### config.mk
export PLATFORM = sky130hd
export DESIGN_NAME = cccr_regs
export DESIGN_NICKNAME = d
export VERILOG_FILES = /design/src/inc/cccr_pkg.sv /design/src/hdl/cccr_chroma_align.sv /design/src/hdl/cccr_clk_select.sv /design/src/hdl/cccr_regs.sv
export SDC_FILE = /design/constraint.sdc
export NUM_CORES = 1
export LEC_CHECK = 0
export ABC_AREA = 1
export CORE_MARGIN = 4
export CORE_UTILIZATION = 50
export CTS_CLUSTER_DIAMETER = 30
export DETAILED_ROUTE_END_ITERATION = 8
export DONT_BUFFER_PORTS = 1
export PLACE_DENSITY = 0.73
export RECOVER_POWER = 100
export SLEW_MARGIN = 30
export SYNTH_ARGS = -nofsm -noshare
export SYNTH_HDL_FRONTEND = slang
export SYNTH_HIERARCHICAL = 1
export SYNTH_SLANG_ARGS = --single-unit
### constraint.sdc
create_clock -name SYS_CLK -period 2.15 [get_ports SYS_CLK]
set_input_delay 0.645 -clock SYS_CLK [delete_from_list [all_inputs] [get_ports SYS_CLK]]
set_output_delay 0.645 -clock SYS_CLK [all_outputs]
set_load 0.02 [all_outputs]
### src/inc/cccr_pkg.sv
// shared constants and types for the chroma and clock control register bank
package cccr_pkg;

    // register bank geometry
    localparam int              CCCR_NUM_REGS   = 9;
    localparam int              CCCR_IDX_W      = 4;
    localparam int              CCCR_TAPS       = 6;

    // register indices into the bank
    localparam int              CCCR_IDX_COMB   = 0;
    localparam int              CCCR_IDX_SC1    = 1;
    localparam int              CCCR_IDX_SC2    = 2;
    localparam int              CCCR_IDX_SC3    = 3;
    localparam int              CCCR_IDX_SC4    = 4;
    localparam int              CCCR_IDX_PIX    = 5;
    localparam int              CCCR_IDX_CLK1   = 6;
    localparam int              CCCR_IDX_CLK2   = 7;
    localparam int              CCCR_IDX_CLK3   = 8;

    // byte offsets, in index order
    localparam logic [7:0]      CCCR_REG_ADDR [CCCR_NUM_REGS] = '{
        8'h19, 8'h23, 8'h24, 8'h25, 8'h26, 8'h27, 8'h28, 8'h29, 8'h2A
    };
    // read-only status register
    localparam logic [7:0]      CCCR_ADDR_STATUS = 8'h2F;

    // reset values, in index order
    localparam logic [7:0]      CCCR_REG_RESET [CCCR_NUM_REGS] = '{
        8'h00, 8'hE0, 8'h00, 8'h00, 8'h00, 8'h58, 8'h3C, 8'h00, 8'h00
    };
    localparam logic [27:0]     CCCR_SC_WORD_RESET  = 28'h0000000;
    localparam logic [17:0]     CCCR_CLK_WORD_RESET = 18'h00000;

    // field positions
    localparam int              CCCR_COMB_SEL_LSB   = 2;
    localparam int              CCCR_COMB_ADAPT_BIT = 4;
    localparam int              CCCR_SC_MAN_BIT     = 4;
    localparam int              CCCR_CTA_LSB        = 3;
    localparam int              CCCR_SWAP_BIT       = 7;
    localparam int              CCCR_CLK_MAN_BIT    = 6;
    localparam int              CCCR_FIX_XTAL_BIT   = 7;

    // comb modes
    localparam logic [1:0]      CCCR_COMB_NONE      = 2'h0;
    localparam logic [1:0]      CCCR_COMB_ONE_LINE  = 2'h1;
    localparam logic [1:0]      CCCR_COMB_TWO_LINE  = 2'h2;
    localparam logic [1:0]      CCCR_COMB_INVALID   = 2'h3;

    // chroma timing codes
    localparam logic [2:0]      CCCR_CTA_LOW_BAD    = 3'h0;
    localparam logic [2:0]      CCCR_CTA_NO_SHIFT   = 3'h3;
    localparam logic [2:0]      CCCR_CTA_HIGH_BAD   = 3'h7;
    localparam logic [2:0]      CCCR_CTA_TAP_BASE   = 3'h1;

    // source of the line-locked clock outputs
    typedef enum logic [1:0] {
        CCCR_SRC_VIDEO,
        CCCR_SRC_MANUAL,
        CCCR_SRC_CRYSTAL
    } cccr_clk_src_t;

    // one pixel with its own chroma pair
    typedef struct packed {
        logic [9:0]             luma;
        logic [9:0]             cb;
        logic [9:0]             cr;
    } cccr_pix_t;

    // clock generator settings
    typedef struct packed {
        logic                   fix_crystal;
        logic                   manual_en;
        logic [17:0]            value;
    } cccr_clk_cfg_t;

endpackage

### src/hdl/cccr_chroma_align.sv
// chroma-to-luma alignment delay line with cr/cb exchange
`timescale 1ns/1ps
module cccr_chroma_align
(
    // clock and reset
    input  wire logic                   clk,
    input  wire logic                   rst_n,
    // control
    input  wire logic [2:0]             tap_sel,
    input  wire logic                   swap,
    // pixel stream
    input  wire cccr_pkg::cccr_pix_t    pix_in,
    input  wire logic                   pix_in_valid,
    output      cccr_pkg::cccr_pix_t    pix_out,
    output      logic                   pix_out_valid
);

    logic [19:0]            ch_tap [cccr_pkg::CCCR_TAPS];
    logic [9:0]             lu_tap [3];
    logic [19:0]            ch_sel;
    cccr_pkg::cccr_pix_t    next_pix_out;

    assign ch_tap[0] = {pix_in.cb, pix_in.cr};
    assign lu_tap[0] = pix_in.luma;

    // chroma taps advance only on valid samples, so shifts count pixels
    for (genvar k = 1; k < cccr_pkg::CCCR_TAPS; k++)
    begin : g_ch
        logic [19:0] next_tap;
        assign next_tap = pix_in_valid ? ch_tap[k-1] : ch_tap[k];
        always_ff @(posedge clk or negedge rst_n)
        begin
            if (!rst_n)
                ch_tap[k] <= 20'h00000;
            else
                ch_tap[k] <= next_tap;
        end
    end

    // luma sits mid-line so chroma can run early as well as late
    for (genvar k = 1; k < 3; k++)
    begin : g_lu
        logic [9:0] next_tap;
        assign next_tap = pix_in_valid ? lu_tap[k-1] : lu_tap[k];
        always_ff @(posedge clk or negedge rst_n)
        begin
            if (!rst_n)
                lu_tap[k] <= 10'h000;
            else
                lu_tap[k] <= next_tap;
        end
    end

    // tap pick and optional pair exchange
    always_comb
    begin
        ch_sel       = ch_tap[tap_sel];
        next_pix_out = pix_out;
        if (pix_in_valid)
        begin
            next_pix_out.luma = lu_tap[2];
            next_pix_out.cb   = swap ? ch_sel[9:0] : ch_sel[19:10];
            next_pix_out.cr   = swap ? ch_sel[19:10] : ch_sel[9:0];
        end
    end

    always_ff @(posedge clk or negedge rst_n)
    begin
        if (!rst_n)
        begin
            pix_out       <= '0;
            pix_out_valid <= 1'b0;
        end
        else
        begin
            pix_out       <= next_pix_out;
            pix_out_valid <= pix_in_valid;
        end
    end

endmodule

### src/hdl/cccr_clk_select.sv
// line-locked clock source and frequency word selection
`timescale 1ns/1ps
module cccr_clk_select
(
    // clock and reset
    input  wire logic                   clk,
    input  wire logic                   rst_n,
    // settings and tracked values
    input  wire cccr_pkg::cccr_clk_cfg_t cfg,
    input  wire logic [17:0]            auto_freq,
    input  wire logic [2:0]             auto_mode,
    // results
    output      cccr_pkg::cccr_clk_src_t src,
    output      logic [17:0]            freq_word,
    output      logic [2:0]             auto_mode_out,
    output      logic                   auto_mode_apply
);

    cccr_pkg::cccr_clk_src_t    next_src;
    logic [17:0]                next_freq_word;
    logic [2:0]                 next_auto_mode_out;
    logic                       next_auto_mode_apply;

    // crystal wins the source select, then manual over video tracking; word and mode apply follow manual_en alone
    always_comb
    begin
        if (cfg.fix_crystal)
            next_src = cccr_pkg::CCCR_SRC_CRYSTAL;
        else if (cfg.manual_en)
            next_src = cccr_pkg::CCCR_SRC_MANUAL;
        else
            next_src = cccr_pkg::CCCR_SRC_VIDEO;
        next_freq_word       = cfg.manual_en ? cfg.value : auto_freq;
        next_auto_mode_apply = !cfg.manual_en;
        next_auto_mode_out   = cfg.manual_en ? auto_mode_out : auto_mode;
    end

    always_ff @(posedge clk or negedge rst_n)
    begin
        if (!rst_n)
        begin
            src             <= cccr_pkg::CCCR_SRC_VIDEO;
            freq_word       <= cccr_pkg::CCCR_CLK_WORD_RESET;
            auto_mode_out   <= 3'h0;
            auto_mode_apply <= 1'b0;
        end
        else
        begin
            src             <= next_src;
            freq_word       <= next_freq_word;
            auto_mode_out   <= next_auto_mode_out;
            auto_mode_apply <= next_auto_mode_apply;
        end
    end

endmodule

### src/hdl/cccr_regs.sv
// chroma comb, subcarrier, pixel delay and manual clock register bank
`timescale 1ns/1ps
module cccr_regs
(
    // clock and reset
    input  wire logic                   SYS_CLK,
    input  wire logic                   RST_N,
    // register port
    input  wire logic [7:0]             REG_ADDR,
    input  wire logic [7:0]             REG_WDATA,
    input  wire logic                   REG_WR,
    input  wire logic                   REG_RD,
    output      logic [7:0]             REG_RDATA,
    // pixel stream
    input  wire cccr_pkg::cccr_pix_t    PIX_IN,
    input  wire logic                   PIX_IN_VALID,
    output      cccr_pkg::cccr_pix_t    PIX_OUT,
    output      logic                   PIX_OUT_VALID,
    // tracked values from the decoder core
    input  wire logic [27:0]            AUTO_SC_FREQ,
    input  wire logic [17:0]            AUTO_CLK_FREQ,
    input  wire logic [2:0]             AUTO_CLOCK_MODE_SELECT,
    // comb filter control
    output      logic [1:0]             CHROMA_COMB_SELECT,
    output      logic                   COMB_ADAPT_ENABLE,
    // subcarrier control
    output      logic                   SUBCARRIER_MANUAL_SELECT,
    output      logic [27:0]            SUBCARRIER_FREQ_WORD,
    // line-locked clock control
    output      cccr_pkg::cccr_clk_src_t LINE_CLOCK_SOURCE,
    output      logic [17:0]            LINE_CLOCK_FREQ_WORD,
    output      logic [2:0]             AUTO_CLOCK_MODE_OUT,
    output      logic                   AUTO_CLOCK_MODE_APPLY
);

    // register storage and decode
    logic [7:0]                 reg_q   [cccr_pkg::CCCR_NUM_REGS];
    logic [cccr_pkg::CCCR_NUM_REGS-1:0] wr_hit;
    logic [cccr_pkg::CCCR_NUM_REGS-1:0] rd_hit;

    // applied multi-byte words
    logic [27:0]                subcarrier_freq_value;
    logic [27:0]                next_subcarrier_freq_value;
    logic [17:0]                manual_clock_value;
    logic [17:0]                next_manual_clock_value;

    // set by upper byte writes, cleared by the low
    logic                       sc_pending;
    logic                       next_sc_pending;
    logic                       clk_pending;
    logic                       next_clk_pending;

    // decoded fields
    logic [1:0]                 chroma_comb_select;
    logic                       comb_adapt_enable;
    logic                       subcarrier_manual_select;
    logic [2:0]                 chroma_timing_adjust;
    logic                       chroma_pair_swap;
    logic                       clock_gen_manual_enable;
    logic                       fixed_crystal_output_enable;

    // bad code flags, shown in status
    logic                       comb_code_bad;
    logic                       timing_code_bad;

    // tap index, remapped for bad codes
    logic [2:0]                 tap_sel;
    cccr_pkg::cccr_clk_cfg_t    clk_cfg;

    // control outputs
    logic [1:0]                 next_comb_select;
    logic                       next_comb_adapt;
    logic                       next_sc_manual;
    logic [27:0]                next_sc_word;

    // read path
    logic [7:0]                 status_byte;

    // zero unless a read strobe is seen
    logic [7:0]                 next_rdata;

    // one decoder and one storage byte per register
    for (genvar i = 0; i < cccr_pkg::CCCR_NUM_REGS; i++)
    begin : g_reg
        logic [7:0] next_byte;
        // exact offset match only
        assign wr_hit[i]  = REG_WR && (REG_ADDR == cccr_pkg::CCCR_REG_ADDR[i]);
        assign rd_hit[i]  = REG_RD && (REG_ADDR == cccr_pkg::CCCR_REG_ADDR[i]);
        // reserved bits are stored as written and read back unchanged
        assign next_byte  = wr_hit[i] ? REG_WDATA : reg_q[i];
        always_ff @(posedge SYS_CLK or negedge RST_N)
        begin
            if (!RST_N)
                reg_q[i] <= cccr_pkg::CCCR_REG_RESET[i];
            else
                reg_q[i] <= next_byte;
        end
    end

    // field extraction from the stored bytes
    always_comb
    begin
        chroma_comb_select          = reg_q[cccr_pkg::CCCR_IDX_COMB]
                                      [cccr_pkg::CCCR_COMB_SEL_LSB +: 2];
        comb_adapt_enable           = reg_q[cccr_pkg::CCCR_IDX_COMB]
                                      [cccr_pkg::CCCR_COMB_ADAPT_BIT];
        subcarrier_manual_select    = reg_q[cccr_pkg::CCCR_IDX_SC1]
                                      [cccr_pkg::CCCR_SC_MAN_BIT];
        chroma_timing_adjust        = reg_q[cccr_pkg::CCCR_IDX_PIX]
                                      [cccr_pkg::CCCR_CTA_LSB +: 3];
        chroma_pair_swap            = reg_q[cccr_pkg::CCCR_IDX_PIX]
                                      [cccr_pkg::CCCR_SWAP_BIT];
        clock_gen_manual_enable     = reg_q[cccr_pkg::CCCR_IDX_CLK1]
                                      [cccr_pkg::CCCR_CLK_MAN_BIT];
        fixed_crystal_output_enable = reg_q[cccr_pkg::CCCR_IDX_CLK1]
                                      [cccr_pkg::CCCR_FIX_XTAL_BIT];
    end

    // invalid codes fall back to the neutral setting instead of garbage
    always_comb
    begin
        comb_code_bad   = (chroma_comb_select == cccr_pkg::CCCR_COMB_INVALID);
        timing_code_bad = (chroma_timing_adjust == cccr_pkg::CCCR_CTA_LOW_BAD) ||
                          (chroma_timing_adjust == cccr_pkg::CCCR_CTA_HIGH_BAD);
        // bad code keeps chroma on luma
        if (timing_code_bad)
            tap_sel = cccr_pkg::CCCR_CTA_NO_SHIFT - cccr_pkg::CCCR_CTA_TAP_BASE;
        else
            tap_sel = chroma_timing_adjust - cccr_pkg::CCCR_CTA_TAP_BASE;
    end

    // multi-byte words apply on the low byte write so the core never sees
    // a half-updated frequency; upper bytes must be written first
    always_comb
    begin
        next_subcarrier_freq_value = subcarrier_freq_value;
        next_sc_pending            = sc_pending;
        // low byte write applies the word
        if (wr_hit[cccr_pkg::CCCR_IDX_SC4])
        begin
            next_subcarrier_freq_value = {reg_q[cccr_pkg::CCCR_IDX_SC1][3:0],
                                          reg_q[cccr_pkg::CCCR_IDX_SC2],
                                          reg_q[cccr_pkg::CCCR_IDX_SC3],
                                          REG_WDATA};
            next_sc_pending            = 1'b0;
        end
        // upper bytes only mark it stale
        else if (wr_hit[cccr_pkg::CCCR_IDX_SC1] || wr_hit[cccr_pkg::CCCR_IDX_SC2] ||
                 wr_hit[cccr_pkg::CCCR_IDX_SC3])
            next_sc_pending = 1'b1;
    end

    // same staging for the manual clock word
    always_comb
    begin
        next_manual_clock_value = manual_clock_value;
        next_clk_pending        = clk_pending;
        // only the value is staged
        if (wr_hit[cccr_pkg::CCCR_IDX_CLK3])
        begin
            next_manual_clock_value = {reg_q[cccr_pkg::CCCR_IDX_CLK1][1:0],
                                       reg_q[cccr_pkg::CCCR_IDX_CLK2],
                                       REG_WDATA};
            next_clk_pending        = 1'b0;
        end
        // same stale marking
        else if (wr_hit[cccr_pkg::CCCR_IDX_CLK1] || wr_hit[cccr_pkg::CCCR_IDX_CLK2])
            next_clk_pending = 1'b1;
    end

    // staged words and flags
    always_ff @(posedge SYS_CLK or negedge RST_N)
    begin
        if (!RST_N)
        begin
            subcarrier_freq_value <= cccr_pkg::CCCR_SC_WORD_RESET;
            manual_clock_value    <= cccr_pkg::CCCR_CLK_WORD_RESET;
            sc_pending            <= 1'b0;
            clk_pending           <= 1'b0;
        end
        else
        begin
            subcarrier_freq_value <= next_subcarrier_freq_value;
            manual_clock_value    <= next_manual_clock_value;
            sc_pending            <= next_sc_pending;
            clk_pending           <= next_clk_pending;
        end
    end

    // comb and subcarrier controls toward the decoder core
    always_comb
    begin
        next_comb_select = comb_code_bad ? cccr_pkg::CCCR_COMB_NONE
                                         : chroma_comb_select;
        next_comb_adapt  = comb_adapt_enable;
        next_sc_manual   = subcarrier_manual_select;
        next_sc_word     = subcarrier_manual_select ? subcarrier_freq_value
                                                    : AUTO_SC_FREQ;
    end

    // one clean change per write
    always_ff @(posedge SYS_CLK or negedge RST_N)
    begin
        if (!RST_N)
        begin
            CHROMA_COMB_SELECT       <= cccr_pkg::CCCR_COMB_NONE;
            COMB_ADAPT_ENABLE        <= 1'b0;
            SUBCARRIER_MANUAL_SELECT <= 1'b0;
            SUBCARRIER_FREQ_WORD     <= cccr_pkg::CCCR_SC_WORD_RESET;
        end
        else
        begin
            CHROMA_COMB_SELECT       <= next_comb_select;
            COMB_ADAPT_ENABLE        <= next_comb_adapt;
            SUBCARRIER_MANUAL_SELECT <= next_sc_manual;
            SUBCARRIER_FREQ_WORD     <= next_sc_word;
        end
    end

    // clock generator settings bundle
    // value is the staged word
    assign clk_cfg.fix_crystal = fixed_crystal_output_enable;
    assign clk_cfg.manual_en   = clock_gen_manual_enable;
    assign clk_cfg.value       = manual_clock_value;

    // clock source and frequency selection
    // crystal over manual priority inside
    cccr_clk_select u_clk_select
    (
        .clk             (SYS_CLK),
        .rst_n           (RST_N),
        .cfg             (clk_cfg),
        .auto_freq       (AUTO_CLK_FREQ),
        .auto_mode       (AUTO_CLOCK_MODE_SELECT),
        .src             (LINE_CLOCK_SOURCE),
        .freq_word       (LINE_CLOCK_FREQ_WORD),
        .auto_mode_out   (AUTO_CLOCK_MODE_OUT),
        .auto_mode_apply (AUTO_CLOCK_MODE_APPLY)
    );

    // chroma timing and pair exchange on the pixel stream
    // tap_sel never holds a bad code
    cccr_chroma_align u_chroma_align
    (
        .clk           (SYS_CLK),
        .rst_n         (RST_N),
        .tap_sel       (tap_sel),
        .swap          (chroma_pair_swap),
        .pix_in        (PIX_IN),
        .pix_in_valid  (PIX_IN_VALID),
        .pix_out       (PIX_OUT),
        .pix_out_valid (PIX_OUT_VALID)
    );

    // live status: bad codes, pending flags for the staged words, current clock source
    always_comb
    begin
        // bits 7:6 read as zero
        status_byte      = 8'h00;
        status_byte[0]   = comb_code_bad;
        status_byte[1]   = timing_code_bad;
        status_byte[2]   = sc_pending;
        status_byte[3]   = clk_pending;
        status_byte[5:4] = LINE_CLOCK_SOURCE;
    end

    // read mux; data stands only in the cycle after the strobe,
    // unmapped offsets read as zero
    always_comb
    begin
        next_rdata = 8'h00;
        if (REG_RD)
        begin
            if (REG_ADDR == cccr_pkg::CCCR_ADDR_STATUS)
                next_rdata = status_byte;
            for (int j = 0; j < cccr_pkg::CCCR_NUM_REGS; j++)
            begin
                if (rd_hit[j])
                    next_rdata = reg_q[j];
            end
        end
    end

    // zero outside its cycle
    always_ff @(posedge SYS_CLK or negedge RST_N)
    begin
        if (!RST_N)
            REG_RDATA <= 8'h00;
        else
            REG_RDATA <= next_rdata;
    end

endmodule

# Word level (Yosys, flattened, before mapping)
# Index checks and enable logic that the tools add are counted.
[word_totals] register_bits=335 latchBits=0 input_bits=100 output_inout_bits=95 wordCells=100 mem_bits_rw=0 mem_count=0 mem_bits_ro=0
[classes] n_mul=0 bitwise_logic=1 n_addsub=1 magnitude_cmp=1 n_reduce_logical=26 n_eq_ne=12 shift=0 n_div=0 n_mux=26
[op_table] operator="$mux 8" n=10
[op_table] operator="$eq 8x6->1 const B" n=9
[op_table] operator="$bmux 20 s3" n=1
[op_table] operator="$mux 20" n=2
[op_table] operator="$mux 28" n=1
[op_table] operator="$mux 10" n=2
[op_table] operator="$logic_and 1x1->1" n=18
[op_table] operator="$mux 18" n=1
[op_table] operator="$eq 8x5->1 const B" n=1
[op_table] operator="$mux 6" n=1
[op_table] operator="$mux 1" n=5
[op_table] operator="$ge 4x4->1 const B" n=1
[op_table] operator="$logic_or 1x1->1" n=4
[op_table] operator="$mux 2" n=2
[op_table] operator="$not 3->4" n=1
[op_table] operator="$reduce_bool 2->1" n=2
[op_table] operator="$eq 3x3->1 const B" n=1
[op_table] operator="$logic_not 3->1" n=1
[op_table] operator="$mux 3" n=1
[op_table] operator="$sub 3x1->3 const B" n=1
[op_table] operator="$eq 2x2->1 const B" n=1
[op_table] operator="$logic_not 1->1" n=1

# Logic depth before layout (Yosys ltp)
[depth] word_depth=13 depth_mapped=15 depth_no_buf=14

# By module
# Netlist, hierarchy kept.
[by_module_without_submodules] mod="cccr_chroma_align" cells_each=894 area_each_um2=7005.5 seq_area_each_um2=3778.6 instances=1
[by_module_without_submodules] mod="cccr_regs" cells_each=744 area_each_um2=6303.5 seq_area_each_um2=3616.0 instances=1
[by_module_without_submodules] mod="cccr_clk_select" cells_each=93 area_each_um2=882.1 seq_area_each_um2=600.6 instances=1

# Least setup slack after synthesis
# Ideal clock, no wire load.
[synth_path] path_kind="reg-to-reg" startpoint="reg reg_q, in the netlist chroma_timing_adjust[0]" endpoint="reg u_chroma_align/pix_out[0] (netlist name)" path_slack_ns=0.264 required_time_ns=2.033 synth_period_minus_slack_ns=1.886 n_path_buf=2 stages_incl_launch_ff=15 t_arrival_ns=1.769 cell_sequence="dfstp_2 > inv_1 > ha_1 > inv_1 > o21ai_0 > nor2_1 > buf_6 > buf_4 > nand2_1 > nand3_1 > nand2_1 > nand2_1 > nand3_1 > nand3_1 > nand2_1"
[synth_via] elab_chain_cells=8 word_cells_on_any_way=10 classes_between="add/sub (1); eq/ne (1); mux (5); bitwise (1); reduce/logical (2)"
[synth_lines] item="start, declared" line="cccr_regs.sv:37" source="logic [7:0] reg_q [cccr_pkg::CCCR_NUM_REGS];"
[synth_lines] item="start signal, assigned by index" line="cccr_regs.sv:94" source="reg_q[i] <= cccr_pkg::CCCR_REG_RESET[i];"
[synth_lines] item="start signal, assigned by index" line="cccr_regs.sv:96" source="reg_q[i] <= next_byte;"
[synth_lines] item="branches (longest 2 deep; another with $sub 3x1->3)"
[synth_lines] item="$mux 3 *" line="cccr_regs.sv:126" source="if (timing_code_bad)"
[synth_lines] item="via tap_sel[0]" line="cccr_regs.sv:67" source="logic [2:0] tap_sel;"
[synth_lines] item="$not 3->4 (implied by the code) *" line="cccr_chroma_align.sv:57" source="ch_sel = ch_tap[tap_sel];"
[synth_lines] item="$bmux 20 s3 *" line="cccr_chroma_align.sv:57"
[synth_lines] item="$mux 20 (implied by the code) * (2 in series)" line="cccr_chroma_align.sv:57"
[synth_lines] item="$mux 10 *" line="cccr_chroma_align.sv:63" source="next_pix_out.cr = swap ? ch_sel[19:10] : ch_sel[9:0];"
[synth_lines] item="end signal, assigned" line="cccr_chroma_align.sv:76" source="pix_out <= next_pix_out;"
[synth_lines] item="end, declared" line="cccr_chroma_align.sv:14" source="output cccr_pkg::cccr_pix_t pix_out,"
# Mark *: on every way through the listed nets, which the timed path passes. The select of a mux whose other input is x is not followed.
# A chain may end at the register's enable or synchronous reset.

# Worst setup path in the final report
[layout_path] startpoint="reg reg_q, in the netlist chroma_timing_adjust[0]" endpoint="reg u_chroma_align/pix_out[12] (netlist name)"
[layout_via] elab_chain_cells=8 word_cells_on_any_way=10 classes_between="add/sub (1); eq/ne (1); mux (5); bitwise (1); reduce/logical (2)"
[layout_lines] item="branches (longest 2 deep; another with $sub 3x1->3)"
[layout_lines] item="$mux 3 *" line="cccr_regs.sv:126"
[layout_lines] item="via tap_sel[0]" line="cccr_regs.sv:67"
[layout_lines] item="$not 3->4 (implied by the code) *" line="cccr_chroma_align.sv:57"
[layout_lines] item="$bmux 20 s3 *" line="cccr_chroma_align.sv:57"
[layout_lines] item="$mux 20 (implied by the code) * (2 in series)" line="cccr_chroma_align.sv:57"
[layout_lines] item="$mux 10 *" line="cccr_chroma_align.sv:62" source="next_pix_out.cb = swap ? ch_sel[9:0] : ch_sel[19:10];"
# Marks and branches as above.

==> reports/qor.yml <==
layout:
  drive_gt1_share_pct: 12.2
  area_delta_synth_final_pct: 22.7
  nNetsFinal: 1876
  diodes: 0
grt:
  antenna_found_initial: 0
  overflow: 0
  grt_pass1_wl_um: 60900
  first_global_vias: 11856
  grtUsageTotal_pct: 24.3
  grt_max_degree: 320
synthesis:
  synth-async-reset-ratio_pct: 100
  syn_inst: 1731
  synth.most_common_cell: "nand2_1"
  synth_area_leaders: "dfrtp_1, nand2_1, o21ai_0"
  synth_seq_area_share_pct: 56.3
  synth_top_area_share_pct: 54.5
  ys_types: 34
  ys_seq_elements: 319
  avgSynthCellArea_um2: 8.20
  synth_area_leader_cell: "dfrtp_1"
  yosysWarnings: 6
  synth_nets: 1834
  ys.flop_type: "dfrtp_1"
  synth-edff-count: 0
  synthesis.area_mm2: 0.0142
  synthTopCellsByCount: "nand2_1, dfrtp_1, o21ai_0"
timing:
  fin_skew_ns: 0.0265
  fin_crit_sh_pct: 100
  min_period_ns: 2.16
  worst_slew_pin_slew_ns: 1.47
  grt_setup_unrepaired: "true"
  final.setup.worst_slack_ns: -0.0104
  tns_ns: -0.0104
  max_freq_mhz: 463
  hold_viol: 309
  slew_headroom_pct: 2.24
  hold_ws_ns: -0.195
  setup_viol: 1
  finalMaxSlewViolations: 0
routing:
  drc: 0
  wire_per_inst_um: 17.6
  first_pass_iters: 5
  drt_wl_total_um: 38900
  via_per_inst: 5.38
  vias: 11865
  drt-initial-drc-count: 1202
  detail-route-antenna-nets: 0
power_and_ir_drop:
  p_sw_share_pct: 26.5
  p_sw_w: 0.00513
  ir_drop_mv: 0.854
  power_density_mw_per_mm2: 1110
  pwr-share-clk_pct: 55.1
  seqPwrFrac_pct: 36.9
  p_comb_share_pct: 8.0
  internal_power_w: 0.0143
  leakage_nw: 8.65
clock_tree:
  root_buffer: "clkbuf_16"
  clock_latency_ns: 0.57
  cts_buffers: 70
  clock-sinks: 319
  htreeDepth: 3
  cts_tree: "done"
  cts.reportedPaths.clkPinSlew_ns: 0.05
  cts_buffer_depth: 3
hold_path:
  hold_class: "in -> async"
floorplanning:
  fp.dieH_um: 176
  io_pins: 195
  dieArea_mm2: 0.0311
  fp-row-count: 61
  start_util_pct: 50.9
  fp.dieW_um: 176
  core-area_mm2: 0.0279
outcome:
  violations: "hold timing, setup timing"
  status: "complete, but fails checks"
critical_path:
  crit_buf_inv: 4
  startpoint_type: "flip-flop"
  reg2regPathDepth: 12
  cp.depth: 12
  path_class: "reg -> reg"
  crit_slowest_cell: "dfstp_2"
  required_ns: 2.59
  endpoint_kind: "flip-flop"
  path_max_fanout: 6
  crit_family: "buffers and inverters"
  path_cells: "buf_6, ha_4, nand2_2, o21ai_4, nor2_4, buf_6, clkbuf_16, clkbuf_16, o211ai_1, nand3_1, nand3_1, nand2_1"
  critPathMaxStageDelay_ns: 0.53
  crit_arrival_ns: 2.61
place:
  place.port_buffers: 0
  place_hpwl_um: 24400
  place_congestion: 0.882
job:
  max_cap_violations: 0
-- layout make-up --
cell class,count,area [um^2]
fillers,2277,10500
flip-flops and latches,319,8000
clock inverters,45,589
clock buffers,81,1830
well taps,378,473
repair buffers,56,698
multi-input cells,1144,5120
inverters,182,696
-- path summary, 6_finish.rpt --
check | start | endpoint | slack [ns]
max reg2reg | chroma_timing_adjust[0] | u_chroma_align/pix_out[12] | -0.01
max in group asynchronous | RST_N | u_chroma_align/ch_tap[99] | 1.75
min reg2reg | comb_adapt_enable | COMB_ADAPT_ENABLE | 0.41
min in group SYS_CLK | PIX_IN_VALID | u_chroma_align/pix_out_valid | 0.13
max | chroma_timing_adjust[0] | u_chroma_align/pix_out[12] | -0.01
min | RST_N | u_chroma_align/ch_tap[53] | -0.20
-- worst register-to-register path: cells and delay by family, from the launching register on --
kind / cells / cell delay, ns
DFF: 1 / 0.53
adders and majority gates: 1 / 0.13
buffers and inverters: 4 / 0.57
and+or+nand+nor: 5 / 0.49
AOI/OAI and AO/OA: 2 / 0.34
-- what timing repair did --
item,4_1_cts,5_1_grt
setup buffers,0,7
gates cloned,0,10
endpoints found under the setup margin,21,21
gates resized for setup,2,46
pin swaps,0,28
endpoints found under the hold margin,311,309
-- power groups by stage --
stage / logic [W] / clock network (W) / registers, W
detailed placement: 0.00129 / 0 / 0.00723
CTS: 0.00132 / 0.0108 / 0.00715
global placement: 0.00125 / 0 / 0.00722
global route: 0.00174 / 0.0112 / 0.00720
floorplan: 0.00102 / 0 / 0.00710
finish: 0.00155 / 0.0107 / 0.00715
-- registers in the layout, indices dropped and copies added (netlist names), 18 cells and up --
register                count
u_chroma_align/lu_tap      20
manual_clock_value         18
u_chroma_align/ch_tap     100
subcarrier_freq_value      21
SUBCARRIER_FREQ_WORD       28
u_clk_select/freq_word     18
reg_q                      53
u_chroma_align/pix_out     30
-- logic make-up after synthesis --
logic type	Yosys count	synth area share [%]
fa+ha+maj	3	0.265
simple gates	858	24.8
compound gates	282	10.5
buf+inv	268	8.02
flops	319	56.3
xor+xnor	1	0.0617
-- routing by layer --
metal / wire, um / GRT usage [%] / vias to the layer above
li1: - / - / 5554
met1: 14900 / 29.7 / 5707
met2: 19400 / 40.8 / 485
met3: 2710 / 5.80 / 119
met4: 1890 / 11.9 / 0
met5: 0 / 0 / -
-- cells in the final DEF (no fill, tap or decap), drive strengths merged, types with 10 or more instances in the layout --
cell type,count
nand2,683
inv,190
a21oi,34
buf,34
nor2,43
nand3,116
clkinv,23
clkbuf,103
dfstp,10
dfrtp,309
o211ai,20
o21ai,225
-- through the flow --
step           cell area [um^2]  power [W]  util, %  cells  setup slack (ns)
2_1_floorplan             14200    0.00812        -   1731             0.264
4_1_cts                   17100     0.0193     61.2   2189            0.0198
3_3_place_gp              14600    0.00846     52.5   2063           -0.0541
6_report                  17400     0.0194     62.5   2205           -0.0104
5_1_grt                   17400     0.0201     62.5   2205           -0.0885
3_5_place_dp              14600    0.00852     52.5   2063            -0.154
Power figures use the tool's default switching activity.
